===== src/rtl/i2m_pkg.sv =====
// package: register map, field positions and shared types of the i2c master receive engine
package i2m_pkg;
   // register byte offsets on the apb bus
   localparam logic [7:0] OFF_CTRL   = 8'h00;
   localparam logic [7:0] OFF_BAUD   = 8'h04;
   localparam logic [7:0] OFF_DATA   = 8'h08;
   localparam logic [7:0] OFF_STATUS = 8'h0C;
   // control register fields
   localparam int CTRL_ENABLE  = 0;
   localparam int CTRL_RX_START  = 1;
   localparam int CTRL_ACK_START = 2;
   localparam int CTRL_ACK_DATA  = 3;
   localparam int CTRL_STOPEN  = 4;
   localparam int CTRL_STOPIE  = 5;
   // status register fields, bits 1..4 are write-one-to-clear, bit 0 clears on a buffer read
   localparam int STAT_FULL    = 0;
   localparam int STAT_OV      = 1;
   localparam int STAT_COLLIDE = 2;
   localparam int STAT_PIF     = 3;
   localparam int STAT_BCL     = 4;
   localparam int STAT_STOPDET = 5;
   localparam int STAT_STARTDET = 6;
   localparam int STAT_BUSY    = 7;
   // reset values and the index of the last received bit
   localparam logic [7:0] BAUD_RESET = 8'h04;
   localparam logic [7:0] DATA_RESET = 8'h00;
   localparam logic [2:0] LAST_BIT   = 3'h7;
   // engine states
   typedef enum logic [3:0] {
      ST_IDLE     = 4'h0,
      ST_RX_LOW   = 4'h1,
      ST_RX_HIGH  = 4'h2,
      ST_ACK_LOW  = 4'h3,
      ST_ACK_HIGH = 4'h4,
      ST_STOP_SDA = 4'h5,
      ST_STOP_SCL = 4'h6,
      ST_STOP_REL = 4'h7
   } i2m_state_t;
   // sticky status flags kept together
   typedef struct packed {
      logic start_det;
      logic stop_det;
      logic bcl;
      logic pif;
      logic write_collision_flag;
      logic ov;
      logic buffer_full_flag;
   } i2m_flags_t;
endpackage


===== src/rtl/i2m_baud.sv =====
// baud-rate reload counter: one period is the reload value counted down to zero
`timescale 1ns/100ps
`default_nettype none
module i2m_baud
   import i2m_pkg::*;
#(
   parameter int BAUD_W = 8
)(
   input  wire logic              sys_clk_in,
   input  wire logic              sys_rst_in,
   input  wire logic              ce_in,
   input  wire logic              load_in,
   input  wire logic              run_in,
   input  wire logic [BAUD_W-1:0] reload_in,
   output logic                   tick_out
);
   logic [BAUD_W-1:0] count;

   // refuse widths the reload field cannot serve, at elaboration
   if (BAUD_W < 2 || BAUD_W > 16)
   begin : g_bad_width
      $error("i2m_baud: BAUD_W out of range");
   end

   // rollover only while running; the tick must not look at load, which the
   // sequencer decodes from the tick itself and would close a logic loop
   assign tick_out = run_in && (count == '0);

   // reload on load or rollover, count down while running
   always_ff @(posedge sys_clk_in)
   begin
      if (sys_rst_in)
      begin
         count <= '0;
      end
      else if (ce_in)
      begin
         if (load_in || tick_out)
         begin
            count <= reload_in;
         end
         else if (run_in)
         begin
            count <= count - 1'b1;
         end
      end
   end
endmodule
`default_nettype wire


===== src/rtl/i2m_rx_engine.sv =====
// i2c master receive, acknowledge and stop engine with apb registers
// Contract
// - receive enable is dropped unless the engine is idle when written
// - receiving: toggle scl per baud rollover, shift sda into shift register
// - after eighth fall: clear enable, load buffer, set flags, hold scl low
// - buffer full sets on load, clears when cpu reads buffer
// - byte completing while buffer full sets overflow
// - buffer write during receive sets write collision, buffer kept
// - ack sequence pulls scl low and drives ack data on sda
// - ack: one baud low, release scl, count baud after scl high
// - ack end clears enable, stops counter, goes idle, sets interrupt flag
// - buffer write during ack sets write collision, buffer kept
// - stop: sda low, count after sda low, release scl, then sda
// - sda high with scl high sets stop seen; baud later finish
// - buffer write during stop sets write collision, buffer kept
// - reset disables engine and abandons any transfer
// - start and stop seen bits clear on reset and disable
// - busy bus with interrupt enabled: stop on bus raises flag
// - sda sampled low while released for a not-acknowledge during ack high records bus collision
// - every reload takes the 8-bit baud reload field
// - collision sets flag, releases both lines, engine goes idle
`timescale 1ns/100ps
`default_nettype none
module i2m_rx_engine
   import i2m_pkg::*;
(
   input  wire logic        sys_clk_in,
   input  wire logic        sys_rst_in,
   input  wire logic        ce_in,
   input  wire logic        psel_in,
   input  wire logic        penable_in,
   input  wire logic        pwrite_in,
   input  wire logic [7:0]  paddr_in,
   input  wire logic [31:0] pwdata_in,
   output logic [31:0]      prdata_out,
   output logic             pready_out,
   output logic             pslverr_out,
   input  wire logic        scl_in,
   input  wire logic        sda_in,
   output logic             scl_out,
   output logic             scl_oe_out,
   output logic             sda_out,
   output logic             sda_oe_out
);
   i2m_state_t  state;
   i2m_state_t  next_state;
   i2m_flags_t  flags;
   logic        enable;
   logic        receive_enable_bit;
   logic        ack_sequence_enable;
   logic        ack_data_bit;
   logic        stopen;
   logic        stopie;
   logic [7:0]  baud_reload;
   logic [7:0]  data_buf;
   logic [7:0]  shift_reg;
   logic [2:0]  bit_cnt;
   logic        scl_meta;
   logic        scl_s;
   logic        sda_meta;
   logic        sda_s;
   logic        scl_d;
   logic        sda_d;
   logic        next_scl_low;
   logic        next_sda_low;
   logic        brg_run;
   logic        brg_tick;
   logic        brg_load;
   logic        done_xfer;
   logic        wr_ctrl;
   logic        wr_data;
   logic        wr_stat;
   logic        rd_data;
   logic        rx_done;
   logic        ack_done;
   logic        stop_done;
   logic        bcl_evt;
   logic        bus_stop;
   logic        bus_start;

   // address match used by every access decode
   function automatic logic hit(input logic [7:0] addr, input logic [7:0] off);
      hit = (addr == off);
   endfunction

   // transfer completes at the edge where the slave shows ready
   assign done_xfer = psel_in && penable_in && pready_out;
   assign wr_ctrl   = ce_in && done_xfer && pwrite_in && hit(paddr_in, OFF_CTRL);
   assign wr_data   = ce_in && done_xfer && pwrite_in && hit(paddr_in, OFF_DATA);
   assign wr_stat   = ce_in && done_xfer && pwrite_in && hit(paddr_in, OFF_STATUS);
   assign rd_data   = ce_in && done_xfer && !pwrite_in && hit(paddr_in, OFF_DATA);

   // two-flop synchronisers plus a delayed copy; the second stage and the delayed copy are read
   always_ff @(posedge sys_clk_in)
   begin
      if (sys_rst_in)
      begin
         scl_meta <= 1'b1;
         scl_s    <= 1'b1;
         sda_meta <= 1'b1;
         sda_s    <= 1'b1;
         scl_d    <= 1'b1;
         sda_d    <= 1'b1;
      end
      else if (ce_in)
      begin
         scl_meta <= scl_in;
         scl_s    <= scl_meta;
         sda_meta <= sda_in;
         sda_s    <= sda_meta;
         scl_d    <= scl_s;
         sda_d    <= sda_s;
      end
   end

   // bus condition detection runs whether or not this master is active
   assign bus_stop  = ce_in && scl_s && scl_d && sda_s && !sda_d;
   assign bus_start = ce_in && scl_s && scl_d && !sda_s && sda_d;

   // lost arbitration: released sda seen low while scl high during ack
   // compares against the registered drive, so no loop through the sequencer
   assign bcl_evt = ce_in && enable && (state == ST_ACK_HIGH) && !sda_oe_out
                    && ack_data_bit && scl_s && !sda_s;

   // count only while the line that gates the phase allows it
   always_comb
   begin
      brg_run = 1'b0;
      case (state)
         ST_RX_LOW:   brg_run = 1'b1;
         ST_RX_HIGH:  brg_run = scl_s;        // stretched clock holds the count
         ST_ACK_LOW:  brg_run = 1'b1;
         ST_ACK_HIGH: brg_run = scl_s;
         ST_STOP_SDA: brg_run = !sda_s;
         ST_STOP_SCL: brg_run = 1'b1;
         ST_STOP_REL: brg_run = 1'b1;
         default:     brg_run = 1'b0;
      endcase
   end

   assign brg_load = ce_in && (next_state != state);

   i2m_baud #(
      .BAUD_W (8)
   ) u_baud (
      .sys_clk_in (sys_clk_in),
      .sys_rst_in (sys_rst_in),
      .ce_in      (ce_in),
      .load_in    (brg_load),
      .run_in     (brg_run && ce_in),
      .reload_in  (baud_reload),
      .tick_out   (brg_tick)
   );

   // sequencer: next state and intended line drive
   always_comb
   begin
      next_state   = state;
      next_scl_low = scl_oe_out;
      next_sda_low = sda_oe_out;
      rx_done      = 1'b0;
      ack_done     = 1'b0;
      stop_done    = 1'b0;
      case (state)
         ST_IDLE:
         begin
            if (wr_ctrl && pwdata_in[CTRL_ENABLE] && pwdata_in[CTRL_RX_START])
            begin
               next_state   = ST_RX_LOW;
               next_scl_low = 1'b1;
               next_sda_low = 1'b0;
            end
            else if (wr_ctrl && pwdata_in[CTRL_ENABLE] && pwdata_in[CTRL_ACK_START])
            begin
               next_state   = ST_ACK_LOW;
               next_scl_low = 1'b1;
               next_sda_low = !pwdata_in[CTRL_ACK_DATA];
            end
            else if (wr_ctrl && pwdata_in[CTRL_ENABLE] && pwdata_in[CTRL_STOPEN])
            begin
               next_state   = ST_STOP_SDA;
               next_sda_low = 1'b1;
            end
         end
         ST_RX_LOW:
         begin
            if (brg_tick)
            begin
               next_state   = ST_RX_HIGH;
               next_scl_low = 1'b0;
            end
         end
         ST_RX_HIGH:
         begin
            if (brg_tick)
            begin
               next_scl_low = 1'b1;
               if (bit_cnt == LAST_BIT)
               begin
                  next_state = ST_IDLE;
                  rx_done    = 1'b1;
               end
               else
               begin
                  next_state = ST_RX_LOW;
               end
            end
         end
         ST_ACK_LOW:
         begin
            if (brg_tick)
            begin
               next_state   = ST_ACK_HIGH;
               next_scl_low = 1'b0;
            end
         end
         ST_ACK_HIGH:
         begin
            if (brg_tick)
            begin
               next_state   = ST_IDLE;
               next_scl_low = 1'b1;
               ack_done     = 1'b1;
            end
         end
         ST_STOP_SDA:
         begin
            if (brg_tick)
            begin
               next_state   = ST_STOP_SCL;
               next_scl_low = 1'b0;
            end
         end
         ST_STOP_SCL:
         begin
            if (brg_tick)
            begin
               next_state   = ST_STOP_REL;
               next_sda_low = 1'b0;
            end
         end
         ST_STOP_REL:
         begin
            if (brg_tick)
            begin
               next_state = ST_IDLE;
               stop_done  = 1'b1;
            end
         end
         default:
         begin
            next_state   = ST_IDLE;
            next_scl_low = 1'b0;
            next_sda_low = 1'b0;
         end
      endcase
      if (!enable || bcl_evt)
      begin
         next_state   = ST_IDLE;
         next_scl_low = 1'b0;
         next_sda_low = 1'b0;
         rx_done      = 1'b0;
         ack_done     = 1'b0;
         stop_done    = 1'b0;
      end
   end

   // state and open-drain drive; outputs only ever pull low
   always_ff @(posedge sys_clk_in)
   begin
      if (sys_rst_in)
      begin
         state      <= ST_IDLE;
         scl_oe_out <= 1'b0;
         sda_oe_out <= 1'b0;
         scl_out    <= 1'b0;
         sda_out    <= 1'b0;
      end
      else if (ce_in)
      begin
         state      <= next_state;
         scl_oe_out <= next_scl_low;
         sda_oe_out <= next_sda_low;
      end
   end

   // receive shifter samples sda at the end of each high phase
   always_ff @(posedge sys_clk_in)
   begin
      if (sys_rst_in)
      begin
         shift_reg <= DATA_RESET;
         bit_cnt   <= '0;
      end
      else if (ce_in)
      begin
         if (state == ST_IDLE)
         begin
            bit_cnt <= '0;
         end
         else if (state == ST_RX_HIGH && brg_tick)
         begin
            shift_reg <= {shift_reg[6:0], sda_s};
            bit_cnt   <= bit_cnt + 3'h1;
         end
      end
   end

   // control bits; command bits self-clear when their sequence ends
   always_ff @(posedge sys_clk_in)
   begin
      if (sys_rst_in)
      begin
         enable              <= 1'b0;
         receive_enable_bit  <= 1'b0;
         ack_sequence_enable <= 1'b0;
         ack_data_bit        <= 1'b0;
         stopen              <= 1'b0;
         stopie              <= 1'b0;
         baud_reload         <= BAUD_RESET;
      end
      else if (ce_in)
      begin
         if (wr_ctrl)
         begin
            enable       <= pwdata_in[CTRL_ENABLE];
            stopie       <= pwdata_in[CTRL_STOPIE];
            ack_data_bit <= pwdata_in[CTRL_ACK_DATA];
         end
         if (wr_ctrl && state == ST_IDLE && next_state != ST_IDLE)
         begin
            receive_enable_bit  <= (next_state == ST_RX_LOW);
            ack_sequence_enable <= (next_state == ST_ACK_LOW);
            stopen              <= (next_state == ST_STOP_SDA);
         end
         else if (next_state == ST_IDLE)
         begin
            receive_enable_bit  <= 1'b0;
            ack_sequence_enable <= 1'b0;
            stopen <= 1'b0;
         end
         if (done_xfer && pwrite_in && hit(paddr_in, OFF_BAUD))
         begin
            baud_reload <= pwdata_in[7:0];
         end
      end
   end

   // data buffer: receive load, cpu write only while idle
   always_ff @(posedge sys_clk_in)
   begin
      if (sys_rst_in)
      begin
         data_buf <= DATA_RESET;
      end
      else if (ce_in)
      begin
         if (rx_done)
         begin
            data_buf <= {shift_reg[6:0], sda_s};
         end
         else if (wr_data && state == ST_IDLE)
         begin
            data_buf <= pwdata_in[7:0];
         end
      end
   end

   // sticky flags; a hardware set beats a same-cycle clear, except start and stop seen, held clear while disabled
   always_ff @(posedge sys_clk_in)
   begin
      if (sys_rst_in)
      begin
         flags <= '0;
      end
      else if (ce_in)
      begin
         if (rd_data)
            flags.buffer_full_flag <= 1'b0;
         if (rx_done)
            flags.buffer_full_flag <= 1'b1;
         if (wr_stat && pwdata_in[STAT_OV])
            flags.ov <= 1'b0;
         if (rx_done && flags.buffer_full_flag && !rd_data)
            flags.ov <= 1'b1;
         if (wr_stat && pwdata_in[STAT_COLLIDE])
            flags.write_collision_flag <= 1'b0;
         if (wr_data && state != ST_IDLE)
            flags.write_collision_flag <= 1'b1;
         if (wr_stat && pwdata_in[STAT_PIF])
            flags.pif <= 1'b0;
         if (rx_done || ack_done || stop_done)
            flags.pif <= 1'b1;
         if (bus_stop && stopie && flags.start_det)
            flags.pif <= 1'b1;
         if (wr_stat && pwdata_in[STAT_BCL])
            flags.bcl <= 1'b0;
         if (bcl_evt)
            flags.bcl <= 1'b1;
         if (!enable)
         begin
            flags.stop_det  <= 1'b0;
            flags.start_det <= 1'b0;
         end
         else if (bus_stop)
         begin
            flags.stop_det  <= 1'b1;
            flags.start_det <= 1'b0;
         end
         else if (bus_start)
         begin
            flags.start_det <= 1'b1;
            flags.stop_det  <= 1'b0;
         end
      end
   end

   // apb slave: one wait state, registered answer
   always_ff @(posedge sys_clk_in)
   begin
      if (sys_rst_in)
      begin
         pready_out  <= 1'b0;
         pslverr_out <= 1'b0;
         prdata_out  <= '0;
      end
      else if (ce_in)
      begin
         pready_out  <= psel_in && penable_in && !pready_out;
         pslverr_out <= psel_in && penable_in && !pready_out
                        && !(hit(paddr_in, OFF_CTRL) || hit(paddr_in, OFF_BAUD)
                        || hit(paddr_in, OFF_DATA) || hit(paddr_in, OFF_STATUS));
         prdata_out  <= '0;
         if (psel_in && penable_in && !pready_out && !pwrite_in)
         begin
            if (hit(paddr_in, OFF_CTRL))
               prdata_out[5:0] <= {stopie, stopen, ack_data_bit, ack_sequence_enable,
                                   receive_enable_bit, enable};
            else if (hit(paddr_in, OFF_BAUD))
               prdata_out[7:0] <= baud_reload;
            else if (hit(paddr_in, OFF_DATA))
               prdata_out[7:0] <= data_buf;
            else if (hit(paddr_in, OFF_STATUS))
               prdata_out[7:0] <= {state != ST_IDLE, flags};
         end
      end
   end
endmodule
`default_nettype wire


===== config.mk =====
export PLATFORM = sky130hd
export DESIGN_NAME = i2m_rx_engine
export DESIGN_NICKNAME = d
export VERILOG_FILES = /design/src/rtl/i2m_pkg.sv /design/src/rtl/i2m_baud.sv /design/src/rtl/i2m_rx_engine.sv
export SDC_FILE = /design/constraint.sdc
export NUM_CORES = 1
export LEC_CHECK = 0
export ABC_CLOCK_PERIOD_IN_PS = 3300
export BUFFER_PORTS_ARGS = -buffer_cell sky130_fd_sc_hd__buf_2
export CAP_MARGIN = 20
export CORE_MARGIN = 5
export CORE_UTILIZATION = 43
export DETAILED_ROUTE_END_ITERATION = 12
export PLACE_DENSITY = 0.68
export SLEW_MARGIN = 0
export SYNTH_ARGS = -nofsm -noshare
export SYNTH_HDL_FRONTEND = slang
export SYNTH_SLANG_ARGS = --single-unit

===== constraint.sdc =====
create_clock -name sys_clk_in -period 3.3 [get_ports sys_clk_in]
set_input_delay 0.66 -clock sys_clk_in [delete_from_list [all_inputs] [get_ports sys_clk_in]]
set_output_delay 0.66 -clock sys_clk_in [all_outputs]
set_load 0.02 [all_outputs]

* Word level (Yosys, flattened, before mapping) *
Cells that the tools add are included.

cells by class
  $add $sub $neg = 2
  equal/unequal tests = 23
  muxes and demuxes = 63
  bitwise operators = 1
  reductions and logical operators = 98

operators with widths
  kind                   count
  $mux W8                8
  $logic_and A1 B1 Y1    46
  $mux W4                10
  $mux W1                34
  $pmux W4 S7            1
  $reduce_and A2 Y1      12
  $eq A4 B3 Y1 const B   5
  $eq A8 B4 Y1 const B   2
  $logic_not A8 Y1       2
  $reduce_bool A2 Y1     8
  $eq A4 B2 Y1 const B   3
  $logic_not A1 Y1       9
  $ne A3 B1 Y1 const B   3
  $eq A4 B1 Y1 const B   2
  $eq A8 B3 Y1 const B   1
  $logic_not A4 Y1       2
  $mux W2                4
  $reduce_bool A4 Y1     2
  $sub A8 B1 Y8 const B  1
  $logic_or A1 B1 Y1     7
  $mux W3                2
  $mux W6                1
  $pmux W1 S3            2
  $reduce_or A2 Y1       3
  16 further kinds       17

word-level totals
  register bits = 69
  bits of input ports = 48

* Depth between registers and ports, before layout *
Gate-level depths: netlist of the first run.

  word-level depth = 17
  depth in mapped cells = 11

* Modules after synthesis *
A second synthesis of the first run with hierarchy kept.

unflattened totals
  cells, all modules = 462
  area total of the unflattened synthesis = 3920.0 µm²

by module, submodules not included
  module         instances  cells an instance  area each (µm²)  sequential area each (µm²)
  i2m_rx_engine  1          390                3313.2           1221.2
  i2m_baud       1          72                 606.8            160.2

* Worst setup path after synthesis of the first run *
Ideal clock, no wire load.

  path type = input to register
  start point = input paddr_in[5]
  end point = register u_baud.count[3]
  setup time = 86 ps
  arrival time = 2679 ps
  required time = 3214 ps
  slack = 535 ps
  stages on the path = 7
  buffers on the path = 0
  cell sequence = or4_4 nor4_4 nand4_1 o211ai_2 mux2i_1 a211oi_1 a211oi_1

between the ends
  word-level cells in the longest chain between the ends = 14
  elaborated cells on any way between the ends = 17
  classes of those cells = 1 x eq/ne; 6 x mux; 10 x reduce/logical

ends and longest elaborated chain
  what                          RTL line                                                          text
  start, declared               i2m_rx_engine.sv:33                                               input wire logic [7:0] paddr_in,
  $logic_not A8 Y1 (*)          i2m_rx_engine.sv:83                                               hit = (addr == off);
  $logic_and A1 B1 Y1 (*)       i2m_rx_engine.sv:88                                               assign wr_ctrl = ce_in && done_xfer && pwrite_in && hit(paddr_in, OFF_CTRL);
  $logic_and A1 B1 Y1 (*)       i2m_rx_engine.sv:167, i2m_rx_engine.sv:173, i2m_rx_engine.sv:179
  $logic_and A1 B1 Y1           i2m_rx_engine.sv:179                                              else if (wr_ctrl && pwdata_in[CTRL_ENABLE] && pwdata_in[CTRL_STOPEN])
  $mux W4                       i2m_rx_engine.sv:179
  $mux W4                       i2m_rx_engine.sv:173                                              else if (wr_ctrl && pwdata_in[CTRL_ENABLE] && pwdata_in[CTRL_ACK_START])
  $mux W4 (*)                   i2m_rx_engine.sv:167                                              if (wr_ctrl && pwdata_in[CTRL_ENABLE] && pwdata_in[CTRL_RX_START])
  $pmux W4 S7 (*)               i2m_rx_engine.sv:164                                              case (state)
  $mux W4 (*)                   i2m_rx_engine.sv:257                                              if (!enable || bcl_evt)
  $ne A4 B4 Y1 (*)              i2m_rx_engine.sv:141                                              assign brg_load = ce_in && (next_state != state);
  $logic_and A1 B1 Y1 (*)       i2m_rx_engine.sv:141
  $logic_or A1 B1 Y1 (*)        i2m_baud.sv:38                                                    if (load_in || tick_out)
  $reduce_bool A2 Y1 (no line)  n/a
  $reduce_and A2 Y1 (no line)   n/a
  end signal, assigned          i2m_baud.sv:40                                                    count <= reload_in;
  end signal, assigned          i2m_baud.sv:44                                                    count <= count - 1'b1;
  end, declared                 i2m_baud.sv:17                                                    logic [BAUD_W-1:0] count;

Every way passes the cells marked *; elsewhere a longest branch is shown, timed or not.
A chain may end at the register's enable or synchronous reset.

* Worst setup path in the final report of the first run *
  start point = register state[2]
  end point = register data_buf[4]

between the ends
  word-level cells in the longest chain between the ends = 10
  elaborated cells on any way between the ends = 26
  classes of those cells = 7 x eq/ne; 5 x mux; 14 x reduce/logical

ends and longest elaborated chain
  what                                                RTL line                                    text
  start, declared                                     i2m_rx_engine.sv:45                         i2m_state_t state;
  start signal, assigned                              i2m_rx_engine.sv:281                        state <= next_state;
  $eq A4 B3 Y1 (tied with other cells)                i2m_rx_engine.sv:129                        case (state)
  $reduce_or A4 Y1 (no line) (tied with other cells)  n/a
  $pmux W1 S3 or $logic_and A1 B1 Y1 (tied branches)  i2m_rx_engine.sv:129, i2m_rx_engine.sv:122
  $logic_and A1 B1 Y1 (on tied branches)              i2m_rx_engine.sv:150, i2m_rx_engine.sv:123
  $logic_and A1 B1 Y1 (on tied branches)              i2m_baud.sv:27, i2m_rx_engine.sv:123
  $mux W1 or $logic_and A1 B1 Y1 (tied branches)      i2m_rx_engine.sv:195, i2m_rx_engine.sv:123
  $mux W1 or $logic_or A1 B1 Y1 (tied branches)       i2m_rx_engine.sv:164, i2m_rx_engine.sv:257
  $mux W1                                             i2m_rx_engine.sv:257
  $reduce_bool A2 Y1 (no line)                        n/a
  $reduce_and A2 Y1 (no line)                         n/a
  end signal, assigned                                i2m_rx_engine.sv:360                        data_buf <= {shift_reg[6:0], sda_s};
  end signal, assigned                                i2m_rx_engine.sv:364                        data_buf <= pwdata_in[7:0];
  end, declared                                       i2m_rx_engine.sv:55                         logic [7:0] data_buf;

Several ways; a longest one is shown, not always the timed one.

==> results of run 1 <==
[per-layer routing]
metal / up-vias / routed length, µm
li1: 1610 / -
met4: 0 / 142
met5: - / 0
met3: 10 / 473
met2: 102 / 4600
met1: 1578 / 4400
[worst max-delay path: stages (launching register included)]
cell and delay [ps]:
dfxtp_1 700, a211o_1 250, nand4_1 210, or4_1 570
or3_4 470, nand2_4 200, nor2_1 60, a211oi_1 210
[synth_stat cells, drive strengths merged (2+ instances only)]
master,instances
dfxtp,69
nand2,54
nor2,43
buf,42
a21oi,28
a211oi,21
o21ai,21
mux2i,18
inv,17
a211o,10
clkbuf,9
nand3,9
nor2b,8
nor4,8
nand2b,7
mux4,6
or2,6
and2,5
nand4,5
nor3,5
a31oi,4
o211ai,4
o21a,4
xor2,4
a22o,3
ha,3
or3,3
or4,3
and3,2
mux2,2
nand4b,2
nor3b,2
o32ai,2
o41ai,2
xnor2,2
[worst max-delay path by stage]
| stage | to | from |
|---|---|---|
| 2_1_floorplan | u_baud.count[3] | paddr_in[5] |
| 3_3_place_gp | u_baud.count[1] | paddr_in[5] |
| 3_5_place_dp | u_baud.count[1] | paddr_in[5] |
| 4_1_cts | data_buf[4] | state[2] |
| 5_1_grt | data_buf[7] | state[2] |
| 6_report | data_buf[4] | state[2] |
[power by group through the flow]
stage | registers [W] | clock network [W] | logic, W
after global placement | 0.000864 | 0 | 0.000126
after global routing | 0.000846 | 0.000697 | 0.000141
final | 0.000845 | 0.000647 | 0.000131
after detailed placement | 0.000864 | 0 | 0.000128
after floorplan | 0.000862 | 0 | 0.000120
after CTS | 0.000845 | 0.000659 | 0.000129
[cells by family (layout without fill, tap and decap cells)]
group,after synthesis,count (layout),synth area share [%]
AO/OA/AOI/OAI,107,107,18.7
XOR/XNOR,6,6,1.35
adder cells (fa/ha/maj),3,3,0.964
buffers and inverters,69,80,11.8
flip-flops,69,69,35.5
multiplexers,26,26,8.77
other,1,26,0.0963
AND/OR/NAND/NOR,169,169,22.8
[per-stage QoR]
stage                     cells  hold WS, ps  worst slack [ps]  area (µm²)
after global placement      578          436               289        3990
after floorplan             475          431               535        3990
after CTS                   594          462               569        4180
final                       594          456               535        4180
after global routing        594          487               371        4180
after detailed placement    578          442               301        3990
[area by class of cell]
cell class | instances | area [µm²]
inverters | 17 | 63.8
clock buffers | 10 | 138
well taps | 108 | 135
repair buffers | 47 | 265
multi-input cells | 337 | 2150
fillers | 877 | 4590
flip-flops and latches | 69 | 1380
clock inverters | 6 | 47.5
==> flow_summary_export.csv, run 1 <==
group,metric,value,unit
cts,insertion_delay,350,ps
place,dpl.hpwl,7240,µm
drt,wirelength,9620,µm
cts,ctsHoldBuffers,0,
global_routing,grtUsageMet2,27.2,%
worst_hold_path,worstHoldStart,"prdata_out[2]",
pwr,power.leakage,1.60,nW
sta,timing.fmax,362,MHz
sta,drv_slew,0,
pwr,powerDensity,388,nW/µm²
global_routing,use_met1,23.4,%
place,gp_congestion,0.930,
global_routing,grt_pass1_wl,15600,µm
pwr,seqPwrFrac,52.1,%
critical_path,timing.rr.start,"state[2]",
pwr,peakVddDrop,278,µV
worst_hold_path,hold_class,"flip-flop to flip-flop",
cts,cts.htree.levels,3,
floorplan,start_util,44.4,%
critical_path,required,3560,ps
floorplan,die_h,105,µm
sta,period_needed,2760,ps
synthesis,synth_top_area_share,35.5,%
floorplan,ioPinCount,86,
synthesis,synth-edff-count,0,
pwr,power,0.00162,W
critical_path,path_max_fanout,18,
cts,clockRootBuffer,"clkbuf_8",
critical_path,endpoint_kind,"flip-flop",
drt,wl_per_cell,16.2,µm
cells_and_area,diodes,0,
synthesis,synth_area,3890,µm²
sta,skew,7.74,ps
cts,numCtsBuffers,9,
cells_and_area,drive_above_1_share,18.5,%
cts,cts_tree,"yes",
synthesis,yosysTopAreaCell,"dfxtp_1",
cells_and_area,final_common_cell,"dfxtp_1",
drt,vias,3300,
synthesis,synth-seq-cells,69,
floorplan,dieArea,11100,µm²
cells_and_area,most-common-layout-cells,"dfxtp_1, nand2_1, nor2_1",
cells_and_area,syn2layout_area_growth,7.29,%
synthesis,ys.flop_type,"dfxtp_1",
cts,post_cts_buffers,0,
synthesis,yosys_warnings,0,
cts,cts_max_path_buffers,2,
cts,cts_sinks,69,
floorplan,die_w,105,µm
cts,cts_resized,0,
sta,period_share,83.8,%
global_routing,antenna_found_initial,0,
critical_path,worstSetupPathType,"flip-flop to flip-flop",
global_routing,grt_use_met3,3.14,%
global_routing,grt_pass1_vias,3045,
sta,rsz0062_at_grt,"false",
global_routing,top_usage_layer,"met2",
drt,first_iter_violations,242,
floorplan,rows,34,
sta,tns,0,ps
drt,drcViolationCount,0,
sta,worstMarginPinSlew,593,ps
critical_path,start_kind,"flip-flop",
global_routing,grt_overflow_total,0,
global_routing,grt_max_degree,38,
place,portBuffers,35,
critical_path,timing.rr.end,"data_buf[4]",
run,maxCapViolCount,0,
drt,via_per_inst,5.56,
pwr,clock_power_share,39.9,%
drt,dr.pass1.iters,5,
drt,ant_nets,0,
pwr,p_sw,0.000450,W
synthesis,netlist_instances,450,
pwr,p_int,0.00117,W
critical_path,r2r_slack,540,ps
floorplan,coreArea,8760,µm²
synthesis,async_reset_ff_share,0,%
worst_hold_path,min_path_cells,2,
sta,finalSetupViolCount,0,
pwr,p_sw_share,27.8,%
global_routing,grt_use_total,17.2,%
critical_path,crit_arrival,3030,ps
cells_and_area,postLayoutCoreUtil,47.7,%
worst_hold_path,min_to,"prdata_out[2]",
sta,hold_viol,0,
outcome,status,"complete, no violations",
cells_and_area,nNetsFinal,532,
synthesis,synth_area_leaders,"dfxtp_1, buf_4, nand2_1",
critical_path,ff2ff_path_depth,7,
synthesis,synth_cell_types,66,
pwr,p_comb_share,8.1,%
synthesis,synth.yosys.seq_area_share,35.5,%
sta,slew_headroom,60.4,%
synthesis,syn_area_per_cell,8.65,µm²
cts,path_clk_slew,80,ps
No activity file was read; power rests on OpenSTA's default activity.
==> inputs of run 2 (changes only) <==
--- a/config.mk
+++ b/config.mk
@@ -5,13 +5,14 @@
 export SDC_FILE = /design/constraint.sdc
 export NUM_CORES = 1
 export LEC_CHECK = 0
-export ABC_CLOCK_PERIOD_IN_PS = 3300
+export ABC_AREA = 1
+export ABC_CLOCK_PERIOD_IN_PS = 2280
 export BUFFER_PORTS_ARGS = -buffer_cell sky130_fd_sc_hd__buf_2
 export CAP_MARGIN = 20
 export CORE_MARGIN = 5
 export CORE_UTILIZATION = 43
 export DETAILED_ROUTE_END_ITERATION = 12
-export PLACE_DENSITY = 0.68
+export PLACE_DENSITY = 0.7
 export SLEW_MARGIN = 0
 export SYNTH_ARGS = -nofsm -noshare
 export SYNTH_HDL_FRONTEND = slang
==> constraint.sdc (replaced) <==
create_clock -name sys_clk_in -period 2.28 [get_ports sys_clk_in]
set_input_delay 0.456 -clock sys_clk_in [delete_from_list [all_inputs] [get_ports sys_clk_in]]
set_output_delay 0.456 -clock sys_clk_in [all_outputs]
set_load 0.02 [all_outputs]
==> flow_summary_export.csv, run 2 <==
group,metric,value,unit
outcome,status,"complete, no violations",
synthesis,async_reset_ff_share,0,%
synthesis,synth_area,4020,µm²
sta,period_needed,2250,ps
cells_and_area,postLayoutCoreUtil,55.5,%
sta,drv_slew,0,
worst_hold_path,min_path_cells,3,
critical_path,path_max_fanout,8,
synthesis,yosysTopAreaCell,"dfxtp_1",
cts,ctsHoldBuffers,0,
sta,skew,13.0,ps
drt,first_iter_violations,266,
synthesis,synthSimpleGateAreaFrac,29.5,%
critical_path,crit_arrival,2550,ps
drt,wl_per_cell,14.6,µm
critical_path,required,2580,ps
critical_path,timing.rr.start,"state[2]",
floorplan,start_util,43.7,%
global_routing,grt_use_total,20.2,%
pwr,peakVddDrop,345,µV
cts,clockRootBuffer,"clkbuf_8",
critical_path,r2r_slack,30,ps
cts,insertion_delay,350,ps
global_routing,grt_pass1_wl,18700,µm
floorplan,die_w,107,µm
drt,vias,4116,
global_routing,antenna_found_initial,0,
synthesis,synth_top_family_by_area,"simple AND/OR/NAND/NOR gates",
sta,worstMarginPinSlew,564,ps
drt,dr.pass1.iters,5,
global_routing,grt_overflow_total,0,
place,dp.cells,761,
floorplan,ioPinCount,86,
critical_path,timing.rr.end,"u_baud.count[5]",
pwr,power.leakage,2.47,nW
cts,cts_max_path_buffers,2,
sta,slew_headroom,62.3,%
cts,cts.htree.levels,3,
sta,rsz0062_at_grt,"true",
synthesis,synth-edff-count,0,
pwr,powerDensity,475,nW/µm²
synthesis,synth-compound-area-share,18.7,%
worst_hold_path,hold_class,"input port to flip-flop",
floorplan,dieArea,11400,µm²
synthesis,synth_top_area_share,34.4,%
sta,worst_slack,25.2,ps
cells_and_area,final_common_cell,"buf_4",
pwr,power,0.00243,W
worst_hold_path,min_to,"scl_meta",
place,gp_congestion,0.923,
cts,cts_tree,"yes",
cells_and_area,syn2layout_area_growth,27.1,%
place,place_ws,-345,ps
synthesis,muxShareOfSynthArea,0,%
synthesis,synth.cells.most_frequent,"nor2_1, nand2_1, inv_1",
critical_path,worstSetupPathType,"input port to flip-flop",
drt,ant_nets,0,
synthesis,synth.most_common_cell,"nor2_1",
synthesis,ys.flop_type,"dfxtp_1",
sta,timing.fmax,444,MHz
sta,period_share,98.9,%
synthesis,synth.yosys.seq_area_share,34.4,%
cts,cts_sinks,69,
synthesis,netlist_instances,565,
floorplan,coreArea,9200,µm²
worst_hold_path,worstHoldStart,"scl_in",
critical_path,start_kind,"input port",
sta,finalSetupViolCount,0,
global_routing,grt_max_degree,24,
drt,drcViolationCount,0,
cts,numCtsBuffers,9,
critical_path,ff2ff_path_depth,19,
synthesis,synthXorXnorAreaFrac,1.09,%
floorplan,die_h,107,µm
cells_and_area,diodes,0,
synthesis,synth_cell_types,43,
global_routing,grt_pass1_vias,3893,
floorplan,rows,35,
cells_and_area,nNetsFinal,723,
place,portBuffers,35,
synthesis,syn_area_per_cell,7.11,µm²
cells_and_area,most-common-layout-cells,"buf_4, nor2_1, nand2_1",
sta,hold_viol,0,
cells_and_area,drive_above_1_share,30.9,%
drt,via_per_inst,5.22,
cts,path_clk_slew,90,ps
synthesis,yosys_warnings,0,
drt,wirelength,11500,µm
synthesis,synth_area_leaders,"dfxtp_1, nor2_1, nand2_1",
critical_path,endpoint_kind,"flip-flop",
synthesis,synth-seq-cells,69,
run,maxCapViolCount,0,
synthesis,synthAdderAreaFrac,0.934,%
place,dpl.hpwl,8720,µm
cells_and_area,stdcell_count,788,
## run 2: final cells by class
type	instances	area [µm²]
Fill cell	869	4090
Multi-Input combinational cell	395	2230
Sequential cell	69	1400
Timing Repair Buffer	116	837
Inverter	81	307
Tap cell	111	139
Clock buffer	9	124
Clock inverter	7	73.8
## run 2: worst max path at each step
stage | startpoint | endpoint | slack (ps) | cells past startpoint
after floorplan | ce_in | u_baud.count[5] | 30 | 18
after global placement | paddr_in[7] | u_baud.count[7] | -220 | 16
after detailed placement | paddr_in[7] | u_baud.count[5] | -340 | 16
after CTS | u_baud.count[0] | u_baud.count[5] | 3 | 19
after global routing | pready_out | u_baud.count[2] | -150 | 17
final | paddr_in[7] | u_baud.count[5] | 30 | 17
## run 2: critical path, cell delays in order
cell and delay, ps:
buf_2 90, nor2_1 150, nand2_1 140, nor2_4 220
nand4_1 190, nand2_1 160, o21ai_0 140, nand2_2 130
nand3_1 80, nand2_2 100, nand2_4 60, o21bai_4 180
clkbuf_16 190, o21ai_1 60, nand2_1 80, inv_1 50
nor2_2 70
## run 2: metal layers
layer / GRT usage (%) / wire length [µm] / vias up
met5: 0 / 0 / -
met4: 5.57 / 252 / 0
met3: 3.19 / 473 / 21
met2: 35.6 / 5760 / 116
met1: 25.5 / 5000 / 1947
li1: - / - / 2032
## run 2: kinds of logic (layout without fill, tap and decap cells)
group	Yosys count	after routing
AND/OR/NAND/NOR	241	241
buffers and inverters	126	213
AO/OA/AOI/OAI	120	120
flip-flops	69	69
XOR/XNOR	5	5
adder cells (fa/ha/maj)	3	3
other	1	26
## run 2: timing repair
| action | CTS | global route |
|---|---|---|
| hold endpoints to repair | 0 | 0 |
| cloned | 0 | 1 |
| buffers inserted | 2 | 8 |
| endpoints found under the setup margin | 8 | 19 |
| pin swaps | 3 | 10 |
| gates resized for setup | 9 | 35 |
## run 2: metrics by stage
stage / instance area (µm²) / TNS, ps / hold WS [ps]
5_1_grt: 5110 / -1170 / 351
6_report: 5110 / 0 / 352
4_1_cts: 4900 / 0 / 346
2_1_floorplan: 4120 / 0 / 429
3_3_place_gp: 4670 / -1690 / 441
3_5_place_dp: 4670 / -2860 / 442
## run 2: report_power, final
group          internal [W]  total, W  switching, W
combinational     0.0000561  0.000188      0.000132
sequential          0.00121   0.00121    0.00000453
clock              0.000509   0.00102      0.000515
total               0.00177   0.00243      0.000651
